<file path="src/rtl/ioxc_pkg.sv">
package ioxc_pkg;
  // APB byte offsets
  localparam logic [11:0] CTL_OFS = 12'h350; // Interface control
  localparam logic [11:0] ADDR0_OFS = 12'h354; // Expander bus addresses
  localparam logic [11:0] ISTAT_OFS = 12'h370; // Event status
  localparam logic [11:0] IMASK_OFS = 12'h374; // Event mask
  // Control register fields
  localparam int DATA_LSB = 0; // Pin values, 16 bits
  localparam int RFR_BIT = 24; // Refresh request
  localparam int TM_BIT = 25; // Test mode
  localparam int SEL_LSB = 26; // Select, 4 bits
  localparam int DONE_BIT = 31; // Completion flag
  // Address register fields
  localparam int ADDR0_LSB = 1;
  localparam int ADDR1_LSB = 9;
  localparam int ADDR2_LSB = 17;
  // Select codes
  localparam logic [3:0] SEL_E0 = 4'h0;
  localparam logic [3:0] SEL_E1 = 4'h1;
  localparam logic [3:0] SEL_E2 = 4'h2;
  localparam logic [3:0] SEL_E4 = 4'h4;
  // Slot 3 stands for expander four
  localparam logic [1:0] SLOT_E4 = 2'h3;
  // Pins that are expander inputs, read-only
  localparam logic [15:0] INPUT_MASK = 16'hFF00;
  // Bus address of expander four, arbitrary value
  localparam logic [6:0] E4_ADDR = 7'h20;
  // Event status bits
  localparam int EV_DONE = 0; // Selected operation done
  localparam int EV_INIT = 1; // Any init sequence done
  localparam int EV_RFR = 2; // Any refresh done
  localparam int EV_W = 3;
  // Frame: 8 address bits then 16 data bits
  localparam logic [4:0] FRAME_LAST = 5'h17;
  localparam logic [4:0] ADDR_BITS = 5'h08;
  // Transaction kinds
  typedef enum logic [1:0] {
    K_INIT = 2'b00,
    K_OUT = 2'b01,
    K_RFR = 2'b10
  } ioxc_kind_t;
  // Engine request
  typedef struct packed {
    logic start;
    ioxc_kind_t kind;
    logic [6:0] addr;
    logic [15:0] wdata;
  } ioxc_req_t;
  // Engine answer
  typedef struct packed {
    logic done;
    logic [15:0] rdata;
  } ioxc_rsp_t;
endpackage : ioxc_pkg

</file>
<file path="src/rtl/ioxc_top.sv">
`timescale 1ns/1ns
module ioxc_top (
  input wire logic pclk, // System clock, 25 MHz
  input wire logic presetn, // Ordinary reset, active low
  input wire logic cold_rst_n, // Fundamental reset, active low
  input wire logic psel, // APB select
  input wire logic penable, // APB enable
  input wire logic pwrite, // APB direction
  input wire logic [11:0] paddr, // APB byte address
  input wire logic [31:0] pwdata, // APB write data
  output logic [31:0] prdata, // APB read data
  output logic pready, // APB ready
  output logic pslverr, // APB error, unmapped
  input wire logic [3:0][15:0] core_out, // Core output values per slot
  input wire logic bit_clk, // Link bit clock
  input wire logic sda_i, // Data line level
  output logic sda_oe_n, // Data pull-down, low drives
  output logic scl_oe_n, // Clock pull-down, low drives
  output logic irq // Interrupt, high active
);
  ////////////////////////////////////////////////////////////////////////
  // Helper functions

  // Lowest pending slot and its valid flag
  function automatic logic [2:0] pick(input logic [3:0] v);
    logic [2:0] r;
    r = 3'h0;
    for (int i = 3; i >= 0; i--) begin
      if (v[i]) begin
        r = {1'b1, 2'(i)};
      end
    end
    return r;
  endfunction : pick

  // Select code to slot, top bit flags a legal code
  function automatic logic [2:0] sel2slot(input logic [3:0] s);
    logic [2:0] r;
    unique case (s)
      ioxc_pkg::SEL_E0: r = 3'b100;
      ioxc_pkg::SEL_E1: r = 3'b101;
      ioxc_pkg::SEL_E2: r = 3'b110;
      ioxc_pkg::SEL_E4: r = {1'b1, ioxc_pkg::SLOT_E4};
      default: r = 3'b000;
    endcase
    return r;
  endfunction : sel2slot

  ////////////////////////////////////////////////////////////////////////
  // Declarations
  logic tm_reg; // Test mode
  logic [3:0] sel_reg; // Expander select
  logic done_reg; // Completion flag
  logic [15:0] test_data_reg; // Software output values
  logic [6:0] ea_reg [3]; // Sticky bus addresses
  logic [15:0] in_img_reg [4]; // Last input values read
  logic [15:0] sent_img_reg [4]; // Last output values sent
  logic [3:0] pend_init_reg; // Init sequences waiting
  logic [3:0] pend_out_reg; // Output updates waiting
  logic [3:0] sw_out_reg; // Output update asked by software
  logic [3:0] pend_rfr_reg; // Refreshes waiting
  logic act_reg; // Transaction launched, not done
  logic [1:0] cur_slot_reg; // Slot in flight
  ioxc_pkg::ioxc_kind_t cur_kind_reg; // Kind in flight
  logic cur_sw_reg; // In-flight op counts for done
  logic [ioxc_pkg::EV_W-1:0] istat_reg; // Sticky events
  logic [ioxc_pkg::EV_W-1:0] imask_reg; // Event enables
  ioxc_pkg::ioxc_req_t req_reg; // Engine request
  ioxc_pkg::ioxc_rsp_t rsp; // Engine answer
  logic eng_busy; // Engine frame running
  logic [2:0] sel_slot; // Selected slot, valid on top
  logic [15:0] want [4]; // Output values to supply
  logic [2:0] nxt_init, nxt_out, nxt_rfr; // Scheduler picks
  logic wr_fire, rd_fire, setup; // APB phases
  logic hit_ctl, hit_addr, hit_stat, hit_mask; // Decodes
  logic set_done; // Completion for the selected slot
  logic [ioxc_pkg::EV_W-1:0] ev; // Events this cycle

  assign setup = psel & penable & ~pready;
  assign wr_fire = psel & penable & pready & pwrite;
  assign rd_fire = psel & penable & pready & ~pwrite;
  assign hit_ctl = (paddr == ioxc_pkg::CTL_OFS);
  assign hit_addr = (paddr == ioxc_pkg::ADDR0_OFS);
  assign hit_stat = (paddr == ioxc_pkg::ISTAT_OFS);
  assign hit_mask = (paddr == ioxc_pkg::IMASK_OFS);
  assign sel_slot = sel2slot(sel_reg);
  assign nxt_init = pick(pend_init_reg);
  assign nxt_out = pick(pend_out_reg);
  assign nxt_rfr = pick(pend_rfr_reg);

  ////////////////////////////////////////////////////////////////////////
  // Output values per slot
  always_comb begin
    for (int i = 0; i < 4; i++) begin
      want[i] = core_out[i];
      if (tm_reg && sel_slot[2] && sel_slot[1:0] == 2'(i)) begin
        want[i] = test_data_reg;
      end
    end
  end

  ////////////////////////////////////////////////////////////////////////
  // Control register fields
  always_ff @(posedge pclk or negedge presetn) begin
    if (!presetn) begin
      tm_reg <= 1'b0;
      sel_reg <= ioxc_pkg::SEL_E0;
      test_data_reg <= 16'h0000;
    end else if (wr_fire && hit_ctl) begin
      tm_reg <= pwdata[ioxc_pkg::TM_BIT];
      sel_reg <= pwdata[ioxc_pkg::SEL_LSB +: 4];
      // only output bits, only in test mode
      if (pwdata[ioxc_pkg::TM_BIT]) begin
        test_data_reg <= (test_data_reg & ioxc_pkg::INPUT_MASK) |
          (pwdata[ioxc_pkg::DATA_LSB +: 16] & ~ioxc_pkg::INPUT_MASK);
      end
    end
  end

  ////////////////////////////////////////////////////////////////////////
  // Sticky bus addresses, fundamental reset only
  always_ff @(posedge pclk or negedge cold_rst_n) begin
    if (!cold_rst_n) begin
      ea_reg[0] <= 7'h00;
      ea_reg[1] <= 7'h00;
      ea_reg[2] <= 7'h00;
    end else if (wr_fire && hit_addr) begin
      ea_reg[0] <= pwdata[ioxc_pkg::ADDR0_LSB +: 7];
      ea_reg[1] <= pwdata[ioxc_pkg::ADDR1_LSB +: 7];
      ea_reg[2] <= pwdata[ioxc_pkg::ADDR2_LSB +: 7];
    end
  end

  ////////////////////////////////////////////////////////////////////////
  // Pending work; a new request wins over the launch clear
  always_ff @(posedge pclk or negedge presetn) begin
    if (!presetn) begin
      pend_init_reg <= 4'h0;
      pend_out_reg <= 4'h0;
      sw_out_reg <= 4'h0;
      pend_rfr_reg <= 4'h0;
    end else begin
      if (req_reg.start) begin
        unique case (req_reg.kind)
          ioxc_pkg::K_INIT: pend_init_reg[cur_slot_reg] <= 1'b0;
          ioxc_pkg::K_OUT: begin
            pend_out_reg[cur_slot_reg] <= 1'b0;
            sw_out_reg[cur_slot_reg] <= 1'b0;
          end
          default: pend_rfr_reg[cur_slot_reg] <= 1'b0;
        endcase
      end
      // Core changes trigger an update of their own
      for (int i = 0; i < 4; i++) begin
        if (want[i] != sent_img_reg[i] && !act_reg) begin
          pend_out_reg[i] <= 1'b1;
        end
      end
      if (wr_fire && hit_addr) begin
        pend_init_reg[2:0] <= 3'b111;
      end
      if (wr_fire && hit_ctl) begin
        if (pwdata[ioxc_pkg::RFR_BIT]) begin
          pend_rfr_reg <= 4'hF;
        end
        if (pwdata[ioxc_pkg::TM_BIT]) begin
          if (sel2slot(pwdata[ioxc_pkg::SEL_LSB +: 4]) != 3'b000) begin
            pend_out_reg[sel2slot(pwdata[ioxc_pkg::SEL_LSB +: 4])
                         [1:0]] <= 1'b1;
            sw_out_reg[sel2slot(pwdata[ioxc_pkg::SEL_LSB +: 4])
                       [1:0]] <= 1'b1;
          end
        end
      end
    end
  end

  ////////////////////////////////////////////////////////////////////////
  // Scheduler: init before output before refresh
  always_ff @(posedge pclk or negedge presetn) begin
    if (!presetn) begin
      act_reg <= 1'b0;
      cur_slot_reg <= 2'h0;
      cur_kind_reg <= ioxc_pkg::K_INIT;
      cur_sw_reg <= 1'b0;
      req_reg <= '0;
    end else begin
      req_reg.start <= 1'b0;
      if (act_reg) begin
        if (rsp.done) begin
          act_reg <= 1'b0;
        end
      end else if (nxt_init[2] || nxt_out[2] || nxt_rfr[2]) begin
        act_reg <= 1'b1;
        req_reg.start <= 1'b1;
        if (nxt_init[2]) begin
          cur_slot_reg <= nxt_init[1:0];
          cur_kind_reg <= ioxc_pkg::K_INIT;
          cur_sw_reg <= 1'b1;
          req_reg.kind <= ioxc_pkg::K_INIT;
          req_reg.wdata <= ioxc_pkg::INPUT_MASK;
        end else if (nxt_out[2]) begin
          cur_slot_reg <= nxt_out[1:0];
          cur_kind_reg <= ioxc_pkg::K_OUT;
          cur_sw_reg <= sw_out_reg[nxt_out[1:0]];
          req_reg.kind <= ioxc_pkg::K_OUT;
          req_reg.wdata <= want[nxt_out[1:0]];
        end else begin
          cur_slot_reg <= nxt_rfr[1:0];
          cur_kind_reg <= ioxc_pkg::K_RFR;
          cur_sw_reg <= 1'b1;
          req_reg.kind <= ioxc_pkg::K_RFR;
          req_reg.wdata <= want[nxt_rfr[1:0]];
        end
        req_reg.addr <= ioxc_pkg::E4_ADDR;
        for (int i = 0; i < 3; i++) begin
          if (pick(pend_init_reg | ({4{~nxt_init[2]}} &
              (pend_out_reg | ({4{~nxt_out[2]}} & pend_rfr_reg))))
              == {1'b1, 2'(i)}) begin
            req_reg.addr <= ea_reg[i];
          end
        end
      end
    end
  end

  ////////////////////////////////////////////////////////////////////////
  // Sent image updated when an output or refresh frame starts, input image when a refresh frame ends
  always_ff @(posedge pclk or negedge presetn) begin
    if (!presetn) begin
      for (int i = 0; i < 4; i++) begin
        in_img_reg[i] <= 16'h0000;
        sent_img_reg[i] <= 16'h0000;
      end
    end else begin
      if (req_reg.start && cur_kind_reg != ioxc_pkg::K_INIT) begin
        sent_img_reg[cur_slot_reg] <= req_reg.wdata;
      end
      if (rsp.done && cur_kind_reg == ioxc_pkg::K_RFR) begin
        in_img_reg[cur_slot_reg] <= rsp.rdata;
      end
    end
  end

  ////////////////////////////////////////////////////////////////////////
  // Completion flag; set wins over the clear
  // done for the selected slot only
  assign set_done = rsp.done && cur_sw_reg && sel_slot[2] &&
                    sel_slot[1:0] == cur_slot_reg;
  always_ff @(posedge pclk or negedge presetn) begin
    if (!presetn) begin
      done_reg <= 1'b0;
    end else if (set_done) begin
      done_reg <= 1'b1;
    end else if (wr_fire && hit_ctl && pwdata[ioxc_pkg::DONE_BIT]) begin
      done_reg <= 1'b0;
    end
  end

  ////////////////////////////////////////////////////////////////////////
  // Sticky events, read clears, set wins
  always_comb begin
    ev = '0;
    ev[ioxc_pkg::EV_DONE] = set_done;
    ev[ioxc_pkg::EV_INIT] = rsp.done && cur_kind_reg == ioxc_pkg::K_INIT;
    ev[ioxc_pkg::EV_RFR] = rsp.done && cur_kind_reg == ioxc_pkg::K_RFR;
  end
  always_ff @(posedge pclk or negedge presetn) begin
    if (!presetn) begin
      istat_reg <= '0;
      imask_reg <= '0;
      irq <= 1'b0;
    end else begin
      if (rd_fire && hit_stat) begin
        istat_reg <= ev;
      end else begin
        istat_reg <= istat_reg | ev;
      end
      if (wr_fire && hit_mask) begin
        imask_reg <= pwdata[ioxc_pkg::EV_W-1:0];
      end
      irq <= |(istat_reg & imask_reg);
    end
  end

  ////////////////////////////////////////////////////////////////////////
  // APB slave: one wait state, registered answer
  always_ff @(posedge pclk or negedge presetn) begin
    if (!presetn) begin
      pready <= 1'b0;
      pslverr <= 1'b0;
      prdata <= 32'h00000000;
    end else begin
      pready <= setup;
      pslverr <= setup & ~(hit_ctl | hit_addr | hit_stat | hit_mask);
      prdata <= 32'h00000000;
      if (setup && !pwrite) begin
        if (hit_ctl) begin
          // inputs from image, outputs as supplied
          prdata[ioxc_pkg::DATA_LSB +: 16] <= sel_slot[2] ?
            ((in_img_reg[sel_slot[1:0]] & ioxc_pkg::INPUT_MASK) |
             (want[sel_slot[1:0]] & ~ioxc_pkg::INPUT_MASK)) : 16'h0000;
          prdata[ioxc_pkg::TM_BIT] <= tm_reg;
          prdata[ioxc_pkg::SEL_LSB +: 4] <= sel_reg;
          prdata[ioxc_pkg::DONE_BIT] <= done_reg;
        end else if (hit_addr) begin
          prdata[ioxc_pkg::ADDR0_LSB +: 7] <= ea_reg[0];
          prdata[ioxc_pkg::ADDR1_LSB +: 7] <= ea_reg[1];
          prdata[ioxc_pkg::ADDR2_LSB +: 7] <= ea_reg[2];
        end else if (hit_stat) begin
          prdata[ioxc_pkg::EV_W-1:0] <= istat_reg;
        end else if (hit_mask) begin
          prdata[ioxc_pkg::EV_W-1:0] <= imask_reg;
        end
      end
    end
  end

  ////////////////////////////////////////////////////////////////////////
  // Transaction engine
  ioxc_smb_engine u_eng (
    .pclk(pclk),
    .presetn(presetn),
    .req(req_reg),
    .busy(eng_busy),
    .rsp(rsp),
    .bit_clk(bit_clk),
    .sda_i(sda_i),
    .sda_oe_n(sda_oe_n),
    .scl_oe_n(scl_oe_n)
  );
endmodule : ioxc_top

</file>
<file path="src/rtl/ioxc_smb_engine.sv">
`timescale 1ns/1ns
module ioxc_smb_engine (
  input wire logic pclk, // System clock
  input wire logic presetn, // Async reset, active low
  input ioxc_pkg::ioxc_req_t req, // Transaction request
  output logic busy, // Frame in progress
  output ioxc_pkg::ioxc_rsp_t rsp, // Completion and read data
  input wire logic bit_clk, // Link bit clock
  input wire logic sda_i, // Data line level
  output logic sda_oe_n, // Data pull-down, low drives
  output logic scl_oe_n // Clock pull-down, low drives
);
  typedef enum logic [1:0] {
    ST_IDLE = 2'b00,
    ST_SHIFT = 2'b01
  } ioxc_est_t;

  ioxc_est_t state_reg; // Frame state
  logic clk_s1_reg, clk_s2_reg, clk_s3_reg; // Bit clock sync
  logic sda_s1_reg, sda_s2_reg; // Data line sync
  logic [4:0] cnt_reg; // Bit index
  logic [23:0] frame_reg; // Bits to send
  logic [23:0] drv_reg; // Which bits are driven
  logic rise, fall;

  assign rise = clk_s2_reg & ~clk_s3_reg;
  assign fall = ~clk_s2_reg & clk_s3_reg;
  assign busy = (state_reg == ST_SHIFT);

  ////////////////////////////////////////////////////////////////////////
  // Two-stage synchronisers
  always_ff @(posedge pclk or negedge presetn) begin
    if (!presetn) begin
      clk_s1_reg <= 1'b0;
      clk_s2_reg <= 1'b0;
      clk_s3_reg <= 1'b0;
      sda_s1_reg <= 1'b1;
      sda_s2_reg <= 1'b1;
    end else begin
      clk_s1_reg <= bit_clk;
      clk_s2_reg <= clk_s1_reg;
      clk_s3_reg <= clk_s2_reg;
      sda_s1_reg <= sda_i;
      sda_s2_reg <= sda_s1_reg;
    end
  end

  ////////////////////////////////////////////////////////////////////////
  // Frame shifter: drive on falling, sample on rising edges
  always_ff @(posedge pclk or negedge presetn) begin
    if (!presetn) begin
      state_reg <= ST_IDLE;
      cnt_reg <= 5'h00;
      frame_reg <= 24'h000000;
      drv_reg <= 24'h000000;
      rsp <= '0;
      sda_oe_n <= 1'b1;
      scl_oe_n <= 1'b1;
    end else begin
      rsp.done <= 1'b0;
      scl_oe_n <= ~(busy & ~clk_s2_reg);
      unique case (state_reg)
        ST_IDLE: begin
          sda_oe_n <= 1'b1;
          if (req.start) begin
            // Address, read flag, then data
            frame_reg <= {req.addr, req.kind == ioxc_pkg::K_RFR,
                          req.wdata};
            drv_reg <= {8'hFF, (req.kind == ioxc_pkg::K_RFR) ?
                        ~ioxc_pkg::INPUT_MASK : 16'hFFFF};
            // First address bit stands before the first rising edge
            sda_oe_n <= req.addr[$high(req.addr)];
            cnt_reg <= 5'h00;
            state_reg <= ST_SHIFT;
          end
        end
        ST_SHIFT: begin
          if (fall) begin
            sda_oe_n <= ~(drv_reg[23] & ~frame_reg[23]);
          end
          if (rise) begin
            if (cnt_reg >= ioxc_pkg::ADDR_BITS) begin
              rsp.rdata <= {rsp.rdata[14:0], sda_s2_reg};
            end
            frame_reg <= {frame_reg[22:0], 1'b0};
            drv_reg <= {drv_reg[22:0], 1'b0};
            cnt_reg <= cnt_reg + 5'h01;
            if (cnt_reg == ioxc_pkg::FRAME_LAST) begin
              rsp.done <= 1'b1;
              state_reg <= ST_IDLE;
            end
          end
        end
      endcase
    end
  end
endmodule : ioxc_smb_engine

</file>
<file path="config.mk">
export PLATFORM = sky130hd
export DESIGN_NAME = ioxc_top
export DESIGN_NICKNAME = d
export VERILOG_FILES = /design/src/rtl/ioxc_pkg.sv /design/src/rtl/ioxc_top.sv /design/src/rtl/ioxc_smb_engine.sv
export SDC_FILE = /design/constraint.sdc
export NUM_CORES = 1
export LEC_CHECK = 0
export BUFFER_PORTS_ARGS = -buffer_cell sky130_fd_sc_hd__buf_4
export CAP_MARGIN = 20
export CORE_AREA = 5 5 167 169
export DETAILED_ROUTE_END_ITERATION = 10
export DIE_AREA = 0 0 172 174
export PLACE_DENSITY = 0.89
export SKIP_LAST_GASP = 1
export SLEW_MARGIN = 20
export SYNTH_ARGS = -nofsm -noshare
export SYNTH_HDL_FRONTEND = slang
export SYNTH_SLANG_ARGS = --single-unit
export TNS_END_PERCENT = 30
</file>
<file path="constraint.sdc">
create_clock -name pclk -period 4.3 [get_ports pclk]
set_input_delay 0.215 -clock pclk [delete_from_list [all_inputs] [get_ports pclk]]
set_output_delay 0.215 -clock pclk [all_outputs]
set_load 0.02 [all_outputs]
</file>
==> summary by stage <==
Logic synthesis
The simple logic cell fraction of the synthesized area is 17.3%. The dominant combinational cell family by area after synthesis is compound AO/OA/AOI/OAI gates. Among all flip-flop cells after synthesis, the most frequent one is sky130_fd_sc_hd__dfrtp_1. The share of the Yosys chip area taken by registers is 47.8%. The share of async-settable or async-resettable flops after synthesis is 100%. The register bit total from synthesis is 293.

The fraction of the mapped netlist area in compound gates is 17.6%. The adder and majority cell fraction of the synthesized area is 0.0814%. The most frequent cell after synthesis is sky130_fd_sc_hd__dfrtp_1. The number of enable flip-flop cells after synthesis is 0. After synthesis the cells add up to 15400 um^2. By area the synthesized netlist is led by sky130_fd_sc_hd__dfrtp_1, sky130_fd_sc_hd__mux2_2, sky130_fd_sc_hd__nand2_1, sky130_fd_sc_hd__o21ai_0, sky130_fd_sc_hd__a21oi_1. After technology mapping, the gate count stands at 1595. The count of distinct cell types in the synthesized netlist is 80. The cell type with the highest aggregate area in the netlist is sky130_fd_sc_hd__dfrtp_1. In the synthesized netlist, the cells that appear most often are sky130_fd_sc_hd__dfrtp_1, sky130_fd_sc_hd__nand2_1, sky130_fd_sc_hd__mux2_2. The per-instance average area after synthesis is 9.63 um^2. Of the post-synthesis cell area, the dominant cell type holds 47.1%. The number of synthesis warnings is 0. Of the total synthesized cell area, the portion taken by XOR and XNOR cells is 2.28%. The post-synthesis mux area share is 11.0%.

STA
Setup violations remaining at the end of the flow were counted as 0. The final hold violation count is 0. Setup repair after global routing left no endpoint under its margin.

The slew at the pin with the worst max-slew slack is 982 ps. In the finished design, the share of the clock period the worst path needs comes to 73.3%. For the final routed database, the setup TNS stands at 0 ps. The final critical path time including I/O delays and setup is 3150 ps. The relative slew slack is 34.1%. The max-slew violation count is 0. For this run, the top clock speed supported by timing is 317 MHz. The setup skew after layout is 12.4 ps.

Flow run
The number of max-cap violations is 0.

Global route
Summed over all layers, the global routing overflow is 0. The total track usage is 36.0%. The initial antenna violation count is 0. The number of global-route vias before repair is 14192. The wire length of the first global-routing pass is 83500 um. The largest net degree at the start of global routing is 134.

Worst setup path
The critical path ends at pend_out_reg[0]$_DFF_PN0_. The largest single stage delay on the critical path is 740 ps. The worst flop-to-flop path endpoint is pend_out_reg[0]$_DFF_PN0_. The worst reg2reg path startpoint is sel_reg[2]$_DFFE_PN0P_. The worst reg-to-reg setup slack is 1150 ps.

The signal on the critical path passes through or3b_1 > nor2_1 > nor4_1 > o21ai_1 > o41a_1 > a221o_1. The worst endpoint data arrival time is 3620 ps. The worst setup path is of the flip-flop to flip-flop kind. For the worst flop-to-flop path, the logic depth is 6. Along the worst path, the maximum fanout reaches 16. STA classifies the critical path endpoint as a flip-flop. At the worst endpoint, the required time is 4770 ps. The critical-path cell with the highest stage delay is sky130_fd_sc_hd__dfrtp_1. STA classifies the critical path startpoint as a flip-flop.

The critical path starts at sel_reg[2]$_DFFE_PN0P_.

Finish
The core occupancy in the finished layout is 68.6%. After routing the design area is 18100 um^2. The number of standard cells in the layout, taps in and fillers out is 2102.

Of the cells placed in the final design, the portion with a size suffix greater than 1 is 20.5%. The number of nets in the layout is 1852. The number of flip-flops under the largest register name is 64. The post-synthesis to final-layout area growth is 17.9%.

Drt
The count of TritonRoute iterations in the first routing pass is 6. The wire length per cell is 25.8 um. The via count is 14329. The number of nets still failing antenna checks after routing is 0. In the routed design, unresolved DRC markers number 0. The violation count after the first detailed-route iteration is 2088. The routed wire length is 54200 um. The detailed-route vias per instance is 6.82.

Placement
The half-perimeter wire length after placement is 38400 um. After detailed placement, the total cell area comes to 16700 um^2. At the end of routability-driven placement, the weighted congestion stood at 1.00. During placement, the flow inserted port buffers numbering 146. The cell total after placement is 2004.

Clock tree
Clock tree synthesis found a total of 293 sinks. The clock passes through at most 3 buffers. In this run, CTS created clock tree buffers numbering 30. The root buffer cell chosen for the clock tree is sky130_fd_sc_hd__clkbuf_16. Once the clock tree was built, the resizer swapped 0 gates to a different size. After clock tree synthesis, the clock-pin slew on the worst setup and hold paths is 70 ps. The insertion delay to the later sink of the worst-skew pair is 580 ps. The CTS tree is yes.

In this run the number of H-tree levels came out at 1.

Power
In this run, the clock network consumes 42.7% of the power. The internal power component is 4.70 mW. The highest ir drop seen on vdd is 0.413 mV. In this run switching power makes up 26.0% of total power. The power share of the sequential group is 47.3%. The analysis attributes to cell leakage a power of 8.34 nW. Power spread over the standard cell area amounts to 351 nW/um^2.

The analysis attributes to net switching a power of 1.65 mW. The combinational power share is 10.1%.

Die
The floorplan step defined a core boundary enclosing 26400 um^2. After floorplanning, the core was divided into 60 placement rows. The initial utilization of the core area, before any placement, comes to 58.1%. The die boundary height is 174 um.

The floorplan step defined a die boundary enclosing 29900 um^2. In this run the horizontal extent of the chip is 172 um. Pin placement for this block handled 153 I/O pins.

Outcome
The flow ran to the end, and the final reports show no timing, DRC or antenna violations.

Min path
The cell count of the worst hold path is 4. In this run the worst hold path is classified as input pin to flip-flop.
[area by class of cell]
| cell class | instances | area, um^2 |
|---|---|---|
| Sequential cell | 293 | 7340 |
| Antenna cell | 3 | 7.51 |
| Multi-Input combinational cell | 1159 | 7450 |
| Clock buffer | 39 | 815 |
| Timing Repair Buffer | 206 | 1710 |
| Tap cell | 341 | 427 |
| Clock inverter | 16 | 201 |
| Fill cell | 1949 | 8310 |
| Inverter | 45 | 169 |
[worst max-delay path, delay by kind of cell (launching register included)]
kind	cells	cell delay, ps
AND/OR/NAND/NOR	3	1470
AO/OA/AOI/OAI	3	840
flip-flops	1	740
[per-layer routing]
layer | global-route usage [%] | wire length, um | up-vias
met5 | 0 | 0 | -
met4 | 14.4 | 2880 | 0
met3 | 9.82 | 6160 | 246
met2 | 54.3 | 24400 | 984
met1 | 49.6 | 20700 | 7004
li1 | - | - | 6095
[cells in the final DEF, fill, tap and decap left out, types with 7 or more instances in the layout]
master	instances
sky130_fd_sc_hd__a2111oi_0	11
sky130_fd_sc_hd__a211oi_1	9
sky130_fd_sc_hd__a21o_1	8
sky130_fd_sc_hd__a21oi_1	86
sky130_fd_sc_hd__a221o_1	10
sky130_fd_sc_hd__a222oi_1	10
sky130_fd_sc_hd__a22o_1	7
sky130_fd_sc_hd__a22oi_1	11
sky130_fd_sc_hd__a31oi_1	16
sky130_fd_sc_hd__a32o_1	9
sky130_fd_sc_hd__and2_1	14
sky130_fd_sc_hd__and3_1	12
sky130_fd_sc_hd__buf_4	163
sky130_fd_sc_hd__clkbuf_16	30
sky130_fd_sc_hd__dfrtp_1	289
sky130_fd_sc_hd__dlygate4sd3_1	38
sky130_fd_sc_hd__inv_1	45
sky130_fd_sc_hd__mux2_2	116
sky130_fd_sc_hd__mux2i_1	36
sky130_fd_sc_hd__nand2_1	234
sky130_fd_sc_hd__nand2b_1	17
sky130_fd_sc_hd__nand3_1	74
sky130_fd_sc_hd__nand4_1	8
sky130_fd_sc_hd__nor2_1	84
sky130_fd_sc_hd__nor2b_1	14
sky130_fd_sc_hd__nor3_1	39
sky130_fd_sc_hd__nor4_1	13
sky130_fd_sc_hd__o211ai_1	36
sky130_fd_sc_hd__o21ai_0	88
sky130_fd_sc_hd__o21ai_1	7
sky130_fd_sc_hd__o221ai_1	8
sky130_fd_sc_hd__o22ai_1	30
sky130_fd_sc_hd__o32ai_1	8
sky130_fd_sc_hd__xnor2_1	27
sky130_fd_sc_hd__xor2_1	13
[kinds of logic (layout without fill, tap and decap cells)]
kind of cell	Yosys count	in the layout
mux	153	153
simple gates	558	558
compound gates	404	404
xor+xnor	40	40
other cells	1	6
buf+inv	145	306
fa+ha+maj	1	1
flops	293	293
[worst min path at each step]
stage | from | to
4_1_cts | paddr[0] | prdata[2]$_DFF_PN0_
5_1_grt | pwdata[25] | sw_out_reg[1]$_DFF_PN0_
3_5_place_dp | cold_rst_n | ea_reg[5]$_DFFE_PN0P_
3_3_place_gp | cold_rst_n | ea_reg[5]$_DFFE_PN0P_
6_report | paddr[0] | prdata[2]$_DFF_PN0_
2_1_floorplan | presetn | act_reg$_DFF_PN0_
[repair_timing]
action,4_1_cts,5_1_grt
hold endpoints to repair,198,0
hold buffers,38,0
setup buffers,0,0
[power groups by stage]
stage	Sequential [mW]	Combinational [mW]	Clock, mW
floorplan	3.01	0.317	0
global placement	3.04	0.570	0
detailed placement	3.05	0.594	0
CTS	3.00	0.625	2.71
global route	3.02	0.698	2.83
finish	3.00	0.639	2.71
[metrics by stage]
stage                     hold slack (ps)  worst slack [ps]  power (mW)
final                                26.0              1150        6.35
after global routing                 26.6              1130        6.54
after CTS                            3.04              1270        6.33
after detailed placement              113              1280        3.64
after global placement                104              1310        3.61
after floorplan                     -80.6              2180        3.33
Note: power is estimated with default switching activity, not from simulation.
